**src/design/csdec_pkg.sv**
```systemverilog
// constants shared by the chip-select decode unit
package csdec_pkg;
	localparam int          NUM_BANKS       = 8;            // select outputs
	localparam int          NUM_LANES       = 4;            // data byte lanes
	// register map (byte offsets, one word per register)
	localparam logic [11:0] BANK_REG_BASE   = 12'h080;      // bank 0 base register
	localparam int          BANK_STRIDE     = 12;           // bytes per bank triple
	localparam logic [1:0]  KIND_BASE       = 2'h0;         // bank_base_reg
	localparam logic [1:0]  KIND_MASK       = 2'h1;         // bank_mask_reg
	localparam logic [1:0]  KIND_CTRL       = 2'h2;         // bank_control_reg
	// bank_base_reg / bank_mask_reg fields
	localparam int          ADDR_FIELD_LSB  = 16;           // base and mask in [31:16]
	localparam int          MASK_WP_BIT     = 8;            // write protect
	localparam int          MASK_VALID_BIT  = 0;            // bank valid
	// bank_control_reg fields
	localparam int          CTRL_WS_LSB     = 10;           // wait states [13:10]
	localparam int          CTRL_AA_BIT     = 8;            // auto_ack
	localparam int          CTRL_PW_LSB     = 6;            // port_width [7:6]
	localparam int          CTRL_BEM_BIT    = 5;            // lane_strobe_mode
	localparam int          CTRL_BSTR_BIT   = 4;            // read burst capable
	localparam int          CTRL_BSTW_BIT   = 3;            // write burst capable
	// writable bits of each register, all else reads zero
	localparam logic [31:0] BASE_WR_MASK    = 32'hFFFF0000;
	localparam logic [31:0] MASK_WR_MASK    = 32'hFFFF0101;
	localparam logic [31:0] CTRL_WR_MASK    = 32'h00003DF8;
	// reset values
	localparam logic [31:0] BASE_RST        = 32'h00000000;
	localparam logic [31:0] MASK_RST        = 32'h00000000;
	localparam logic [31:0] CTRL_RST        = 32'h00000000;
	localparam logic [3:0]  BOOT_AA_WAITS   = 4'hF;         // strapped auto_ack wait count
	// port_width encoding, same as the strap on data pins 6:5
	localparam logic [1:0]  PW_32           = 2'h0;
	localparam logic [1:0]  PW_8            = 2'h1;
	// transfer size encoding
	localparam logic [1:0]  SZ_LONG         = 2'h0;
	localparam logic [1:0]  SZ_BYTE         = 2'h1;
	localparam logic [1:0]  SZ_WORD         = 2'h2;
	localparam logic [1:0]  SZ_LINE         = 2'h3;
	// active-high lane sets, bit 3 is D[31:24]
	localparam logic [3:0]  LANES_TOP       = 4'h8;
	localparam logic [3:0]  LANES_SECOND    = 4'h4;
	localparam logic [3:0]  LANES_UPPER     = 4'hC;
	localparam logic [3:0]  LANES_LOWER     = 4'h3;
	localparam logic [3:0]  LANES_ALL       = 4'hF;
	// axi responses
	localparam logic [1:0]  RESP_OKAY       = 2'h0;
	localparam logic [1:0]  RESP_SLVERR     = 2'h2;
endpackage

```
**src/design/bank_match_if.sv**
```systemverilog
// per-bank compare signals between the top and one bank comparator
`timescale 1ns/1ps
`default_nettype none
interface bank_match_if;
	logic [15:0] addr_hi;      // address bits 31:16 of the cycle
	logic        is_write;     // cycle is a write
	logic        usable;       // bank may decode at all
	logic [15:0] base;         // programmed base
	logic [15:0] mask;         // programmed mask, 1 = ignore bit
	logic        valid;        // bank valid bit
	logic        wr_protect;   // writes do not match
	logic        hit;          // bank matches this cycle
	modport top (output addr_hi, is_write, usable, base, mask, valid, wr_protect, input hit);
	modport bank (input addr_hi, is_write, usable, base, mask, valid, wr_protect, output hit);
endinterface
`default_nettype wire

```
**src/design/bank_match.sv**
```systemverilog
// address compare for one select bank
`timescale 1ns/1ps
`default_nettype none
module bank_match (
	// compare signals
	bank_match_if.bank m
);
	// masked compare of the upper address half plus access qualification
	always_comb
	begin
		m.hit = m.usable && m.valid && !(m.wr_protect && m.is_write) &&
			(((m.addr_hi ^ m.base) & ~m.mask) == 16'h0000);
	end
endmodule
`default_nettype wire

```
**src/design/chip_select_decode_unit.sv**
```systemverilog
// chip-select decode unit: register slave, bank decode, select and strobe timing
`timescale 1ns/1ps
`default_nettype none
// Functional notes
// - each select has its own settings
// - only bank 0 usable out of reset
// - boot bank configured from D[7:5] at reset
// - read strobe changes on falling edges only
// - read strobe only when a bank matches
// - mode bit picks byte or write enables
// - lane strobes from size, A1:A0, width
// - 8/16-bit ports use upper lanes
// - 32-bit byte/word lanes from A1:A0
// - 32-bit longword and line use all lanes
// - compare all banks and DRAM at start
// - single match uses that bank's settings
// - no match: external, non-burst, 32-bit
// - multi match: matching selects, external, 32-bit
// - selects work for CPU-space, external masters
// - writes drive all four data lanes
// - boot select catches all until valid
// - D7 strap sets boot auto_ack
// - D6:5 strap sets boot port_width
// - valid set ends catch-all until reset
// - per-bank masking, qualification, waits, auto_ack
// - base compared with address bits 31:16
module chip_select_decode_unit #(
	parameter int AXI_AW = 12                        // register bus address width
) (
	// clock and reset
	input  wire logic              CLK_I,
	input  wire logic              RSTN_I,
	// axi4-lite write address and data
	input  wire logic [AXI_AW-1:0] S_AXI_AWADDR_I,
	input  wire logic              S_AXI_AWVALID_I,
	output logic                   S_AXI_AWREADY_O,
	input  wire logic [31:0]       S_AXI_WDATA_I,
	input  wire logic [3:0]        S_AXI_WSTRB_I,
	input  wire logic              S_AXI_WVALID_I,
	output logic                   S_AXI_WREADY_O,
	// axi4-lite write response
	output logic [1:0]             S_AXI_BRESP_O,
	output logic                   S_AXI_BVALID_O,
	input  wire logic              S_AXI_BREADY_I,
	// axi4-lite read
	input  wire logic [AXI_AW-1:0] S_AXI_ARADDR_I,
	input  wire logic              S_AXI_ARVALID_I,
	output logic                   S_AXI_ARREADY_O,
	output logic [31:0]            S_AXI_RDATA_O,
	output logic [1:0]             S_AXI_RRESP_O,
	output logic                   S_AXI_RVALID_O,
	input  wire logic              S_AXI_RREADY_I,
	// bus cycle from the internal bus or an external master
	input  wire logic              CYC_START_I,
	input  wire logic [31:0]       CYC_ADDR_I,
	input  wire logic [1:0]        CYC_SIZE_I,
	input  wire logic              CYC_READ_I,
	input  wire logic [1:0]        DRAM_HIT_I,
	// pins sampled from outside
	input  wire logic [2:0]        DATA_STRAP_I,
	input  wire logic              EXT_TA_N_I,
	// memory-side outputs
	output logic [7:0]             CS_N_O,
	output logic                   OE_N_O,
	output logic [3:0]             LANE_STROBE_N_O,
	output logic [3:0]             DATA_LANE_OE_O,
	// cycle attributes and termination
	output logic                   CYC_ACTIVE_O,
	output logic                   CYC_BURST_OK_O,
	output logic                   CYC_EXT_TERM_O,
	output logic [1:0]             CYC_PORT_WIDTH_O,
	output logic                   CYC_DONE_O,
	output logic                   AUTO_ACK_O
);
	localparam int NB = csdec_pkg::NUM_BANKS;

	// reset release through two flip-flops
	logic rst_meta_ff;
	logic rst_n;
	always_ff @(posedge CLK_I or negedge RSTN_I)
	begin
		if (!RSTN_I)
		begin
			rst_meta_ff <= 1'b0;
			rst_n       <= 1'b0;
		end
		else
		begin
			rst_meta_ff <= 1'b1;
			rst_n       <= rst_meta_ff;
		end
	end

	// pin synchronisers, three stages each
	logic [2:0] strap_s1_ff, strap_s2_ff, strap_s3_ff;
	logic       ta_s1_ff, ta_s2_ff, ta_s3_ff;
	// strap stages run through reset, so the level held before release is ready
	always_ff @(posedge CLK_I)
	begin
		strap_s1_ff <= DATA_STRAP_I;
		strap_s2_ff <= strap_s1_ff;
		strap_s3_ff <= strap_s2_ff;
	end
	always_ff @(posedge CLK_I or negedge rst_n)
	begin
		if (!rst_n)
		begin
			ta_s1_ff    <= 1'b1;
			ta_s2_ff    <= 1'b1;
			ta_s3_ff    <= 1'b1;
		end
		else
		begin
			ta_s1_ff    <= EXT_TA_N_I;
			ta_s2_ff    <= ta_s1_ff;
			ta_s3_ff    <= ta_s2_ff;
		end
	end
	logic ext_ta_seen;                              // termination once stages two and three agree
	assign ext_ta_seen = !ta_s2_ff && !ta_s3_ff;

	// register file and bus slave state
	logic [31:0]       base_ff [NB], nxt_base [NB];
	logic [31:0]       mask_ff [NB], nxt_mask [NB];
	logic [31:0]       ctrl_ff [NB], nxt_ctrl [NB];
	logic              boot_ff, nxt_boot;            // catch-all boot decoding
	logic              strap_done_ff, nxt_strap_done;
	logic              aw_held_ff, nxt_aw_held;
	logic [AXI_AW-1:0] awaddr_ff, nxt_awaddr;
	logic              w_held_ff, nxt_w_held;
	logic [31:0]       wdata_ff, nxt_wdata;
	logic [3:0]        wstrb_ff, nxt_wstrb;
	logic              bvalid_ff, nxt_bvalid;
	logic [1:0]        bresp_ff, nxt_bresp;
	logic              rvalid_ff, nxt_rvalid;
	logic [31:0]       rdata_ff, nxt_rdata;
	logic [1:0]        rresp_ff, nxt_rresp;

	// register decode: {hit, bank, kind}
	function automatic logic [5:0] reg_decode(input logic [AXI_AW-1:0] a);
		logic [5:0]  r;
		logic [11:0] off;
		r = 6'h00;
		for (int b = 0; b < NB; b++)
			for (int k = 0; k < 3; k++)
			begin
				off = csdec_pkg::BANK_REG_BASE + 12'(b * csdec_pkg::BANK_STRIDE + k * 4);
				if (12'(a) == off)
					r = {1'b1, 3'(b), 2'(k)};
			end
		return r;
	endfunction

	logic [5:0]  wr_dec, rd_dec;
	logic [31:0] byte_mask;
	assign wr_dec = reg_decode(awaddr_ff);
	assign rd_dec = reg_decode(S_AXI_ARADDR_I);

	// handshakes: no new address or data while a response waits
	assign S_AXI_AWREADY_O = !aw_held_ff && !bvalid_ff;
	assign S_AXI_WREADY_O  = !w_held_ff && !bvalid_ff;
	assign S_AXI_ARREADY_O = !rvalid_ff;
	assign S_AXI_BVALID_O  = bvalid_ff;
	assign S_AXI_BRESP_O   = bresp_ff;
	assign S_AXI_RVALID_O  = rvalid_ff;
	assign S_AXI_RDATA_O   = rdata_ff;
	assign S_AXI_RRESP_O   = rresp_ff;

	// next state of registers, straps and bus slave
	always_comb
	begin
		nxt_base       = base_ff;
		nxt_mask       = mask_ff;
		nxt_ctrl       = ctrl_ff;
		nxt_strap_done = 1'b1;
		nxt_aw_held    = aw_held_ff;
		nxt_awaddr     = awaddr_ff;
		nxt_w_held     = w_held_ff;
		nxt_wdata      = wdata_ff;
		nxt_wstrb      = wstrb_ff;
		nxt_bvalid     = bvalid_ff;
		nxt_bresp      = bresp_ff;
		nxt_rvalid     = rvalid_ff;
		nxt_rdata      = rdata_ff;
		nxt_rresp      = rresp_ff;
		byte_mask      = {{8{wstrb_ff[3]}}, {8{wstrb_ff[2]}}, {8{wstrb_ff[1]}}, {8{wstrb_ff[0]}}};
		// boot bank configured from the straps in the first cycle after release
		if (!strap_done_ff)
		begin
			nxt_ctrl[0] = csdec_pkg::CTRL_RST;
			nxt_ctrl[0][csdec_pkg::CTRL_AA_BIT] = strap_s3_ff[2];
			nxt_ctrl[0][csdec_pkg::CTRL_WS_LSB +: 4] = strap_s3_ff[2] ? csdec_pkg::BOOT_AA_WAITS : 4'h0;
			nxt_ctrl[0][csdec_pkg::CTRL_PW_LSB +: 2] = strap_s3_ff[1] ? 2'h2 : strap_s3_ff[1:0];
		end
		// capture address and data in either order
		if (S_AXI_AWVALID_I && S_AXI_AWREADY_O)
		begin
			nxt_aw_held = 1'b1;
			nxt_awaddr  = S_AXI_AWADDR_I;
		end
		if (S_AXI_WVALID_I && S_AXI_WREADY_O)
		begin
			nxt_w_held = 1'b1;
			nxt_wdata  = S_AXI_WDATA_I;
			nxt_wstrb  = S_AXI_WSTRB_I;
		end
		// both held: perform the write and answer
		if (aw_held_ff && w_held_ff)
		begin
			nxt_aw_held = 1'b0;
			nxt_w_held  = 1'b0;
			nxt_bvalid  = 1'b1;
			nxt_bresp   = wr_dec[5] ? csdec_pkg::RESP_OKAY : csdec_pkg::RESP_SLVERR;
			for (int b = 0; b < NB; b++)
			begin
				if (wr_dec[5] && wr_dec[4:2] == 3'(b))
				begin
					// each bank keeps its own settings
					case (wr_dec[1:0])
						csdec_pkg::KIND_BASE:
							nxt_base[b] = (base_ff[b] & ~(byte_mask & csdec_pkg::BASE_WR_MASK)) |
								(wdata_ff & byte_mask & csdec_pkg::BASE_WR_MASK);
						csdec_pkg::KIND_MASK:
							nxt_mask[b] = (mask_ff[b] & ~(byte_mask & csdec_pkg::MASK_WR_MASK)) |
								(wdata_ff & byte_mask & csdec_pkg::MASK_WR_MASK);
						default:
							nxt_ctrl[b] = (ctrl_ff[b] & ~(byte_mask & csdec_pkg::CTRL_WR_MASK)) |
								(wdata_ff & byte_mask & csdec_pkg::CTRL_WR_MASK);
					endcase
				end
			end
		end
		if (bvalid_ff && S_AXI_BREADY_I)
			nxt_bvalid = 1'b0;
		// read: answer one cycle after the address is taken
		if (rvalid_ff && S_AXI_RREADY_I)
			nxt_rvalid = 1'b0;
		if (S_AXI_ARVALID_I && S_AXI_ARREADY_O)
		begin
			nxt_rvalid = 1'b1;
			nxt_rdata  = 32'h00000000;
			nxt_rresp  = rd_dec[5] ? csdec_pkg::RESP_OKAY : csdec_pkg::RESP_SLVERR;
			for (int b = 0; b < NB; b++)
			begin
				if (rd_dec[5] && rd_dec[4:2] == 3'(b))
				begin
					case (rd_dec[1:0])
						csdec_pkg::KIND_BASE: nxt_rdata = base_ff[b];
						csdec_pkg::KIND_MASK: nxt_rdata = mask_ff[b];
						default:              nxt_rdata = ctrl_ff[b];
					endcase
				end
			end
		end
		// catch-all ends for good once bank 0 is made valid
		nxt_boot = boot_ff && !mask_ff[0][csdec_pkg::MASK_VALID_BIT];
	end

	// register the register-file and slave group
	always_ff @(posedge CLK_I or negedge rst_n)
	begin
		if (!rst_n)
		begin
			for (int b = 0; b < NB; b++)
			begin
				base_ff[b] <= csdec_pkg::BASE_RST;
				mask_ff[b] <= csdec_pkg::MASK_RST;
				ctrl_ff[b] <= csdec_pkg::CTRL_RST;
			end
			boot_ff       <= 1'b1;
			strap_done_ff <= 1'b0;
			aw_held_ff    <= 1'b0;
			awaddr_ff     <= '0;
			w_held_ff     <= 1'b0;
			wdata_ff      <= 32'h00000000;
			wstrb_ff      <= 4'h0;
			bvalid_ff     <= 1'b0;
			bresp_ff      <= csdec_pkg::RESP_OKAY;
			rvalid_ff     <= 1'b0;
			rdata_ff      <= 32'h00000000;
			rresp_ff      <= csdec_pkg::RESP_OKAY;
		end
		else
		begin
			base_ff       <= nxt_base;
			mask_ff       <= nxt_mask;
			ctrl_ff       <= nxt_ctrl;
			boot_ff       <= nxt_boot;
			strap_done_ff <= nxt_strap_done;
			aw_held_ff    <= nxt_aw_held;
			awaddr_ff     <= nxt_awaddr;
			w_held_ff     <= nxt_w_held;
			wdata_ff      <= nxt_wdata;
			wstrb_ff      <= nxt_wstrb;
			bvalid_ff     <= nxt_bvalid;
			bresp_ff      <= nxt_bresp;
			rvalid_ff     <= nxt_rvalid;
			rdata_ff      <= nxt_rdata;
			rresp_ff      <= nxt_rresp;
		end
	end

	// one comparator per bank
	logic [NB-1:0] bank_hit;
	bank_match_if bif [NB] ();
	genvar g;
	generate
		for (g = 0; g < NB; g++)
		begin : g_bank
			assign bif[g].addr_hi    = CYC_ADDR_I[31:16];
			assign bif[g].is_write   = !CYC_READ_I;
			assign bif[g].usable     = !boot_ff;
			assign bif[g].base       = base_ff[g][csdec_pkg::ADDR_FIELD_LSB +: 16];
			assign bif[g].mask       = mask_ff[g][csdec_pkg::ADDR_FIELD_LSB +: 16];
			assign bif[g].valid      = mask_ff[g][csdec_pkg::MASK_VALID_BIT];
			assign bif[g].wr_protect = mask_ff[g][csdec_pkg::MASK_WP_BIT];
			// boot bank matches every access while the catch-all stands
			assign bank_hit[g] = bif[g].hit || (g == 0 && boot_ff);
			bank_match u_match (
				.m (bif[g])
			);
		end
	endgenerate

	// match classification and attributes of the cycle being started
	logic [3:0]  hit_count;
	logic        single_hit;
	logic [31:0] hit_ctrl;
	logic [1:0]  cyc_pw;
	logic [3:0]  lanes;
	always_comb
	begin
		hit_count = 4'h0;
		hit_ctrl  = 32'h00000000;
		for (int b = 0; b < NB; b++)
		begin
			hit_count = hit_count + {3'h0, bank_hit[b]};
			if (bank_hit[b])
				hit_ctrl = hit_ctrl | ctrl_ff[b];
		end
		single_hit = (hit_count == 4'h1);
		// none or several matches fall back to a 32-bit port
		cyc_pw = single_hit ? hit_ctrl[csdec_pkg::CTRL_PW_LSB +: 2] : csdec_pkg::PW_32;
		// lane decode, active high here
		if (cyc_pw == csdec_pkg::PW_8)
			lanes = csdec_pkg::LANES_TOP;
		else if (cyc_pw[1])
			lanes = (CYC_SIZE_I == csdec_pkg::SZ_BYTE) ?
				(CYC_ADDR_I[0] ? csdec_pkg::LANES_SECOND : csdec_pkg::LANES_TOP) : csdec_pkg::LANES_UPPER;
		else
		begin
			case (CYC_SIZE_I)
				csdec_pkg::SZ_BYTE: lanes = csdec_pkg::LANES_TOP >> CYC_ADDR_I[1:0];
				csdec_pkg::SZ_WORD: lanes = CYC_ADDR_I[1] ? csdec_pkg::LANES_LOWER : csdec_pkg::LANES_UPPER;
				default:            lanes = csdec_pkg::LANES_ALL;
			endcase
		end
	end

	// bus cycle sequencing
	typedef enum logic [0:0] {ST_IDLE, ST_ACTIVE} cyc_state_t;
	cyc_state_t  state_ff, nxt_state;
	logic [7:0]  cs_n_ff, nxt_cs_n;
	logic [3:0]  strobe_n_ff, nxt_strobe_n;
	logic [3:0]  lane_oe_ff, nxt_lane_oe;
	logic        read_ff, nxt_read;
	logic        ext_term_ff, nxt_ext_term;
	logic        burst_ff, nxt_burst;
	logic [1:0]  pw_ff, nxt_pw;
	logic [3:0]  waits_ff, nxt_waits;
	logic [3:0]  wcnt_ff, nxt_wcnt;
	logic        done_ff, nxt_done;
	logic        ack_ff, nxt_ack;
	always_comb
	begin
		nxt_state    = state_ff;
		nxt_cs_n     = cs_n_ff;
		nxt_strobe_n = strobe_n_ff;
		nxt_lane_oe  = lane_oe_ff;
		nxt_read     = read_ff;
		nxt_ext_term = ext_term_ff;
		nxt_burst    = burst_ff;
		nxt_pw       = pw_ff;
		nxt_waits    = waits_ff;
		nxt_wcnt     = wcnt_ff;
		nxt_done     = 1'b0;
		nxt_ack      = 1'b0;
		case (state_ff)
			ST_IDLE:
			begin
				// dram blocks own the cycle when they match; overlaps are left undefined
				if (CYC_START_I && DRAM_HIT_I == 2'h0)
				begin
					nxt_state    = ST_ACTIVE;
					nxt_cs_n     = ~bank_hit;
					nxt_read     = CYC_READ_I;
					nxt_pw       = cyc_pw;
					nxt_ext_term = !(single_hit && hit_ctrl[csdec_pkg::CTRL_AA_BIT]);
					nxt_burst    = single_hit &&
						(CYC_READ_I ? hit_ctrl[csdec_pkg::CTRL_BSTR_BIT] : hit_ctrl[csdec_pkg::CTRL_BSTW_BIT]);
					nxt_waits    = single_hit ? hit_ctrl[csdec_pkg::CTRL_WS_LSB +: 4] : 4'h0;
					nxt_wcnt     = 4'h0;
					// byte enables on both directions, write enables on writes only
					nxt_strobe_n = (!CYC_READ_I || (single_hit && hit_ctrl[csdec_pkg::CTRL_BEM_BIT])) ?
						~lanes : 4'hF;
					nxt_lane_oe  = CYC_READ_I ? 4'h0 : 4'hF;
				end
			end
			ST_ACTIVE:
			begin
				if (ext_term_ff ? ext_ta_seen : (wcnt_ff == waits_ff))
				begin
					// end of cycle: everything back to negated
					nxt_state    = ST_IDLE;
					nxt_cs_n     = 8'hFF;
					nxt_strobe_n = 4'hF;
					nxt_lane_oe  = 4'h0;
					nxt_done     = 1'b1;
					nxt_ack      = !ext_term_ff;
				end
				else if (!ext_term_ff)
					nxt_wcnt = wcnt_ff + 4'h1;
			end
			default:
				nxt_state = ST_IDLE;
		endcase
	end

	// register the cycle group
	always_ff @(posedge CLK_I or negedge rst_n)
	begin
		if (!rst_n)
		begin
			state_ff    <= ST_IDLE;
			cs_n_ff     <= 8'hFF;
			strobe_n_ff <= 4'hF;
			lane_oe_ff  <= 4'h0;
			read_ff     <= 1'b0;
			ext_term_ff <= 1'b1;
			burst_ff    <= 1'b0;
			pw_ff       <= csdec_pkg::PW_32;
			waits_ff    <= 4'h0;
			wcnt_ff     <= 4'h0;
			done_ff     <= 1'b0;
			ack_ff      <= 1'b0;
		end
		else
		begin
			state_ff    <= nxt_state;
			cs_n_ff     <= nxt_cs_n;
			strobe_n_ff <= nxt_strobe_n;
			lane_oe_ff  <= nxt_lane_oe;
			read_ff     <= nxt_read;
			ext_term_ff <= nxt_ext_term;
			burst_ff    <= nxt_burst;
			pw_ff       <= nxt_pw;
			waits_ff    <= nxt_waits;
			wcnt_ff     <= nxt_wcnt;
			done_ff     <= nxt_done;
			ack_ff      <= nxt_ack;
		end
	end

	// read strobe, moved on the falling edge only
	logic oe_n_ff, nxt_oe_n;
	always_comb
	begin
		nxt_oe_n = !(state_ff == ST_ACTIVE && read_ff && cs_n_ff != 8'hFF);
	end
	always_ff @(negedge CLK_I or negedge rst_n)
	begin
		if (!rst_n)
			oe_n_ff <= 1'b1;
		else
			oe_n_ff <= nxt_oe_n;
	end

	// outputs
	assign CS_N_O           = cs_n_ff;
	assign OE_N_O           = oe_n_ff;
	assign LANE_STROBE_N_O  = strobe_n_ff;
	assign DATA_LANE_OE_O   = lane_oe_ff;
	assign CYC_ACTIVE_O     = (state_ff == ST_ACTIVE);
	assign CYC_BURST_OK_O   = burst_ff;
	assign CYC_EXT_TERM_O   = ext_term_ff;
	assign CYC_PORT_WIDTH_O = pw_ff;
	assign CYC_DONE_O       = done_ff;
	assign AUTO_ACK_O       = ack_ff;
endmodule
`default_nettype wire

```
**config.mk**
```make
export PLATFORM = sky130hd
export DESIGN_NAME = chip_select_decode_unit
export DESIGN_NICKNAME = d
export VERILOG_FILES = /design/src/design/csdec_pkg.sv /design/src/design/bank_match_if.sv /design/src/design/bank_match.sv /design/src/design/chip_select_decode_unit.sv
export SDC_FILE = /design/constraint.sdc
export NUM_CORES = 1
export LEC_CHECK = 0
export BUFFER_PORTS_ARGS = -buffer_cell sky130_fd_sc_hd__buf_2
export CORE_UTILIZATION = 61
export CTS_CLUSTER_SIZE = 24
export DETAILED_ROUTE_END_ITERATION = 10
export PLACE_DENSITY = 0.85
export SYNTH_ARGS = -nofsm -noshare
export SYNTH_HDL_FRONTEND = slang
export SYNTH_SLANG_ARGS = --single-unit
```
**constraint.sdc**
```tcl
create_clock -name CLK_I -period 19.7 [get_ports CLK_I]
set_input_delay 2.955 -clock CLK_I [delete_from_list [all_inputs] [get_ports CLK_I]]
set_output_delay 2.955 -clock CLK_I [all_outputs]
set_load 0.01 [all_outputs]
```
[Yosys cells after proc, flatten, opt, wreduce, memory -nomap -nowiden]
Cells that the tools add are included.
Operators by class
  reductions and logical operators: 130
  $add $sub $neg: 8
  muxes and demuxes: 134
  bitwise logic cells: 87
  eq/ne operators: 74
  shifts and indexed selects: 1
Operators with widths (count)
  $and 32x32->32: 25
  $mux 32: 25
  $eq 12x8->1 const B: 48
  $or 32x32->32: 16
  $pmux 32 s2: 8
  $mux 6: 48
  $mux 256: 1
  $or 32x14->32: 8
  $and 16x16->16: 8
  $logic_not 16->1: 8
  $not 16->16: 8
  $xor 16x16->16: 8
  $mux 14: 8
  $or 14x14->14: 7
  $reduce_and 3->1: 24
  $logic_and 1x1->1: 64
  $mux 4: 16
  $not 32->32: 2
  $not 14->32: 1
  $pmux 4 s2: 4
  $eq 3x3->1 const B: 8
  $logic_not 1->1: 20
  $add 4x1->4: 4
  $mux 1: 16
  other kinds (27): 49
Word-level totals
  bits in registers: 905
  word-level logic and storage cells: 491
  input bits: 109

[Longest topological paths before layout]
Gate-level depths: netlist (run 1).
  depth in word-level cells: 35
  gate-level depth with buffers: 22
  mapped depth without buffers: 20

[Hierarchy]
From an unflattened synthesis (run 1), not the netlist that was laid out.
Second synthesis, totals
  cell total of the unflattened synthesis: 2149
  area, all modules: 25124.1 um^2
Modules (own cells, without submodules)
  chip_select_decode_unit: instances 1, cells each 1901, area an instance 23322.4 um^2
  bank_match: instances 8, cells each 31, area an instance 225.2 um^2

==> results of run 1 <==
## synth_stat cells, types with 40 or more instances
master / count
a21oi_1: 61
a221oi_1: 66
a22oi_1: 42
buf_2: 40
clkbuf_1: 86
dfrtp_1: 474
inv_1: 40
mux2_2: 365
nand2_1: 106
nand3_1: 42
nor2_1: 103
o21ai_0: 80
o22ai_1: 92
xnor2_1: 132
## routing by layer
| metal | global-route usage [%] | part of all wire (%) |
|---|---|---|
| met1 | 49.35 | 37 |
| met2 | 59.01 | 45 |
| met3 | 10.60 | 11 |
| met4 | 23.98 | 7.0 |
| met5 | 0 | 0 |
## area by class of cell
class	instances	area (um^2)
fillers	2927	12690
inverters	40	150.1
clock buffers	74	1504
multi-input cells	1517	12140
well taps	532	665.6
clock inverters	24	246.5
repair buffers	183	1006
flip-flops and latches	501	12520
## where the power goes
| part | switching (uW) | internal, uW |
|---|---|---|
| logic | 195 | 148 |
| clock network | 428 | 585 |
| registers | 231 | 1120 |
## final timing paths
kind                                start        endpoint  slack, ps  cells after the start
max                                OE_N_O          OE_N_O       5640                      1
min                        strap_s2_ff[0]  strap_s3_ff[0]        330                      0
max reg2reg                     CS_N_O[2]          OE_N_O       8930                      2
min reg2reg                strap_s2_ff[0]  strap_s3_ff[0]        330                      0
max in group asynchronous           rst_n          OE_N_O       8960                      0
min in group asynchronous           rst_n       async pin        410                      0
## worst register-to-register path, stage by stage (launching register included)
cell and delay [ps]:
dfstp_2 540, nand4_1 120, o211ai_1 200
## per-stage QoR
| step | setup WS [ps] | instance area (um^2) |
|---|---|---|
| after global placement | 6284 | 26480 |
| after global routing | 5615 | 28230 |
| final | 5641 | 28230 |
| after floorplan | 4085 | 25380 |
| after CTS | 5630 | 28230 |
| after detailed placement | 6284 | 26480 |
## kinds of logic after synthesis
group / after synthesis / synth area share, %
AOI/OAI and AO/OA: 535 / 15.24
xor gates and xnor gates: 138 / 4.765
adders and majority gates: 10 / 0.6116
DFF: 501 / 49.33
buffers and inverters: 185 / 3.157
and+or+nand+nor: 446 / 9.594
other: 2 / 0.02961
muxes: 384 / 17.27
==> results.json, run 1 <==
{
  "outcome": "finished, final reports clean",
  "synth_cell_type_count": 95,
  "yosys_warnings": 0,
  "drtIter0Drc": 2760,
  "setup_tns_ps": 0,
  "critPathKind": "reg -> out",
  "io_pins": 174,
  "finalWirelength_um": 81560,
  "drv_cap": 0,
  "ys_seq_area_share_pct": 49.33,
  "finalSetupViolCount": 0,
  "post-cts-setup-buffer-count": 0,
  "crit_fanout": 1,
  "place_inst": 2774,
  "tightest_slew_ps": 1255,
  "slowest_stage": "dfstp_2",
  "peakVddDrop_v": 0.0001018,
  "cts_tree": "built",
  "synth_top_cell_by_area": "dfrtp_1",
  "die_x_um": 205.9,
  "hold_viol": 0,
  "async_reset_ff_share_pct": 98.20,
  "dp_hpwl_um": 56000,
  "die_area_um2": 42410,
  "syn-instance-count": 2201,
  "slew_violations": 0,
  "p_total_uw": 2701,
  "mostFrequentLayoutCell": "dfrtp_1",
  "final_core_utilization_pct": 68.98,
  "cp_data_arrival_time_ps": 11100,
  "synth-seq-cells": 501,
  "die_h_um": 205.9,
  "synth_top_area_share_pct": 46.76,
  "finalNetCount": 2415,
  "cts_sinks": 501,
  "end_kind": "primary output",
  "cts_max_path_buffers": 3,
  "rsz0062_at_grt": "no",
  "synth-edff-count": 0,
  "initial_core_util_pct": 61.98,
  "crit_path_start_kind": "flop",
  "grt_antenna_before_repair": 0,
  "htree_levels": 2,
  "cts_buffers": 52,
  "drive_gt1_share_pct": 31.89,
  "insertedDiodeCount": 0,
  "cts-hold-fix-buffers": 0,
  "antenna_left": 0,
  "yosys-top-cells-area": "dfrtp_1, mux2_2, xnor2_1, a221oi_1, o22ai_1",
  "dr.pass1.iters": 8,
  "clockRootBuffer": "clkbuf_16",
  "io_buffers": 152,
  "finalClockSkew_ps": 37.32,
  "syn_avg_cell_area_um2": 11.53,
  "grt_overflow_total": 0,
  "hold_ws_ps": 333.3,
  "worst-path-buf-inv": 1,
  "required_ps": 16750,
  "wire_per_inst_um": 28.41,
  "grt_first_pass_wirelength_um": 122500,
  "route.detailed.drc": 0,
  "mostFrequentLayoutCells": "dfrtp_1, mux2_2, buf_2",
  "crit_chain": "buf_2",
  "instances_no_fill": 2871,
  "power_density_nw_per_um2": 95.69,
  "grt_pass1_vias": 20143,
  "slew_headroom_pct": 16.30,
  "rows": 74,
  "clkSlewWorstSetupHoldPaths_ps": 60,
  "via_count": 20361,
  "cts-resized-gates": 0,
  "crit_family": "flip-flops",
  "clk_latency_ps": 630,
  "synth-main-ff-cell": "dfrtp_1",
  "core_um2": 40920,
  "leakage_uw": 0.01261,
  "gp_congestion": 1.007,
  "grt_max_degree": 194,
  "grt_usage_pct": 38.80,
  "hold_path_class": "reg -> reg",
  "areaGrowthSynthToFinish_pct": 11.29,
  "max_stage_delay_ps": 500,
  "netlist_area_um2": 25370,
  "viasPerCell": 7.092
}
(Power assumes the default switching activity.)
==> run 2: changes to the inputs <==
- ABC_AREA: unset -> 1
- CORE_UTILIZATION: 61 -> 55
- PLACE_DENSITY: 0.85 -> 0.81
- clock period: 19.7 -> 11.9 ns (I/O delays scaled with it)
==> results.json, run 2 <==
{
  "outcome": "finished with violations",
  "violations": "design-rule violations",
  "grt_first_pass_wirelength_um": 128200,
  "rsz0062_at_grt": "no",
  "mostFrequentLayoutCell": "nand2_1",
  "via_count": 25115,
  "antenna_left": 0,
  "synth_commonest_cells": "nand2_1, o21ai_0, dfrtp_1",
  "slew_violations": 0,
  "mostFrequentLayoutCells": "nand2_1, o21ai_0, dfrtp_1",
  "end_kind": "primary output",
  "yosys-top-cells-area": "dfrtp_1, nand2_1, o21ai_0, inv_1, nor2_1",
  "synth-seq-cells": 501,
  "crit_chain": "buf_2",
  "clk_latency_ps": 640,
  "gp_congestion": 0.9767,
  "wire_per_inst_um": 19.68,
  "max_stage_delay_ps": 510,
  "die_area_um2": 48670,
  "finalClockSkew_ps": 35.83,
  "synth-main-ff-cell": "dfrtp_1",
  "final_core_utilization_pct": 62.31,
  "tightest_slew_ps": 1117,
  "drtIter0Drc": 3254,
  "drive_gt1_share_pct": 10.19,
  "dp_hpwl_um": 57530,
  "critPathKind": "reg -> out",
  "syn-instance-count": 3480,
  "clockRootBuffer": "clkbuf_16",
  "cts_buffers": 53,
  "synth-edff-count": 0,
  "slowest_stage": "dfstp_2",
  "cts-resized-gates": 0,
  "synth_top_cell_by_area": "dfrtp_1",
  "synth_cell_type_count": 56,
  "grt_overflow_total": 0,
  "post-cts-setup-buffer-count": 0,
  "syn_avg_cell_area_um2": 7.553,
  "cts_max_path_buffers": 3,
  "hold_viol": 0,
  "crit_family": "flip-flops",
  "grt_pass1_vias": 22923,
  "synth_top_area_share_pct": 45.13,
  "io_pins": 174,
  "finalSetupViolCount": 0,
  "multiInputGateArea_um2": 11850,
  "grt_antenna_before_repair": 1,
  "setup_tns_ps": 0,
  "grt_max_degree": 161,
  "fillerInstances": 4219,
  "die_h_um": 220.6,
  "netlist_area_um2": 26280,
  "async_reset_ff_share_pct": 98.20,
  "route.detailed.drc": 4,
  "dr.pass1.iters": 9,
  "crit_fanout": 1,
  "rows": 79,
  "hold_ws_ps": 291.3,
  "power_density_nw_per_um2": 145.4,
  "cts_sinks": 501,
  "register_area_um2": 12520,
  "viasPerCell": 5.964,
  "finalNetCount": 3679,
  "areaGrowthSynthToFinish_pct": 11.07,
  "htree_levels": 2,
  "cts_tree": "built",
  "required_ps": 10120,
  "finalWirelength_um": 82870,
  "slew_headroom_pct": 25.54,
  "worst-path-buf-inv": 1,
  "hold_path_class": "reg -> async",
  "die_x_um": 220.6,
  "clkSlewWorstSetupHoldPaths_ps": 70,
  "cp_data_arrival_time_ps": 7210,
  "core_um2": 46850,
  "yosys_warnings": 0,
  "cts-hold-fix-buffers": 0,
  "ys_seq_area_share_pct": 47.61,
  "grt_usage_pct": 34.38,
  "initial_core_util_pct": 56.10,
  "drv_cap": 0,
  "io_buffers": 152,
  "synth_most_common_cell": "nand2_1",
  "crit_path_start_kind": "flop",
  "leakage_uw": 0.01345,
  "peakVddDrop_v": 0.0002038
}
[run 2: path summary, 6_finish.rpt]
kind | start | to | slack, ps | cells after the start
max in group asynchronous | rst_n | OE_N_O | 5290 | 0
min in group CLK_I | strap_s1_ff[2] | strap_s2_ff[2] | 330 | 0
setup / recovery | OE_N_O | OE_N_O | 2900 | 1
setup reg to reg | CS_N_O[1] | OE_N_O | 5070 | 2
hold reg to reg | rst_n | async pin | 290 | 0
hold / removal | rst_n | async pin | 290 | 0
[run 2: metrics by stage]
| stage | worst slack [ps] | instance area, um^2 | power, uW | std cells |
|---|---|---|---|---|
| 2_1_floorplan | 184.9 | 26290 | 2291 | 3482 |
| 3_3_place_gp | 3548 | 27380 | 2502 | 4112 |
| 3_5_place_dp | 3549 | 27380 | 2518 | 4112 |
| 4_1_cts | 2889 | 29190 | 4228 | 4210 |
| 5_1_grt | 2875 | 29190 | 4387 | 4211 |
| 6_report | 2902 | 29190 | 4246 | 4211 |
[run 2: power by group]
part | switching [uW] | internal [uW] | total [uW]
clock | 735 | 1000 | 1740
sequential | 102 | 1810 | 1910
combinational | 480 | 123 | 603
[run 2: cells by family (layout without fill, tap and decap cells)]
family | count (synthesis) | after routing | share of synthesized area (%)
AOI/OAI and AO/OA | 852 | 852 | 18.16
xor gates and xnor gates | 21 | 21 | 0.6998
adders and majority gates | 10 | 10 | 0.5903
buffers and inverters | 496 | 617 | 7.445
DFF | 501 | 501 | 47.61
muxes | 7 | 7 | 0.2904
other | 2 | 5 | 0.02857
and+or+nand+nor | 1591 | 1591 | 25.18
[run 2: cell type report]
class	count	share of cell area (%)
antenna	1	0.008572
clock buffer	71	5.220
clock inverter	28	1.003
inverter	340	4.376
multi-input combinational	2485	40.60
sequential	501	42.88
tap	607	2.601
timing repair buffer	178	3.317
[run 2: per-layer routing]
metal | up-vias | routed length [um] | part of all wire, % | GRT usage [%]
met1 | 11636 | 32980 | 40 | 48.46
met4 | 0 | 4003 | 4.8 | 16.37
met2 | 1575 | 35290 | 43 | 50.20
li1 | 11648 | - | - | -
met3 | 256 | 10590 | 13 | 7.863
met5 | - | 0 | 0 | 0
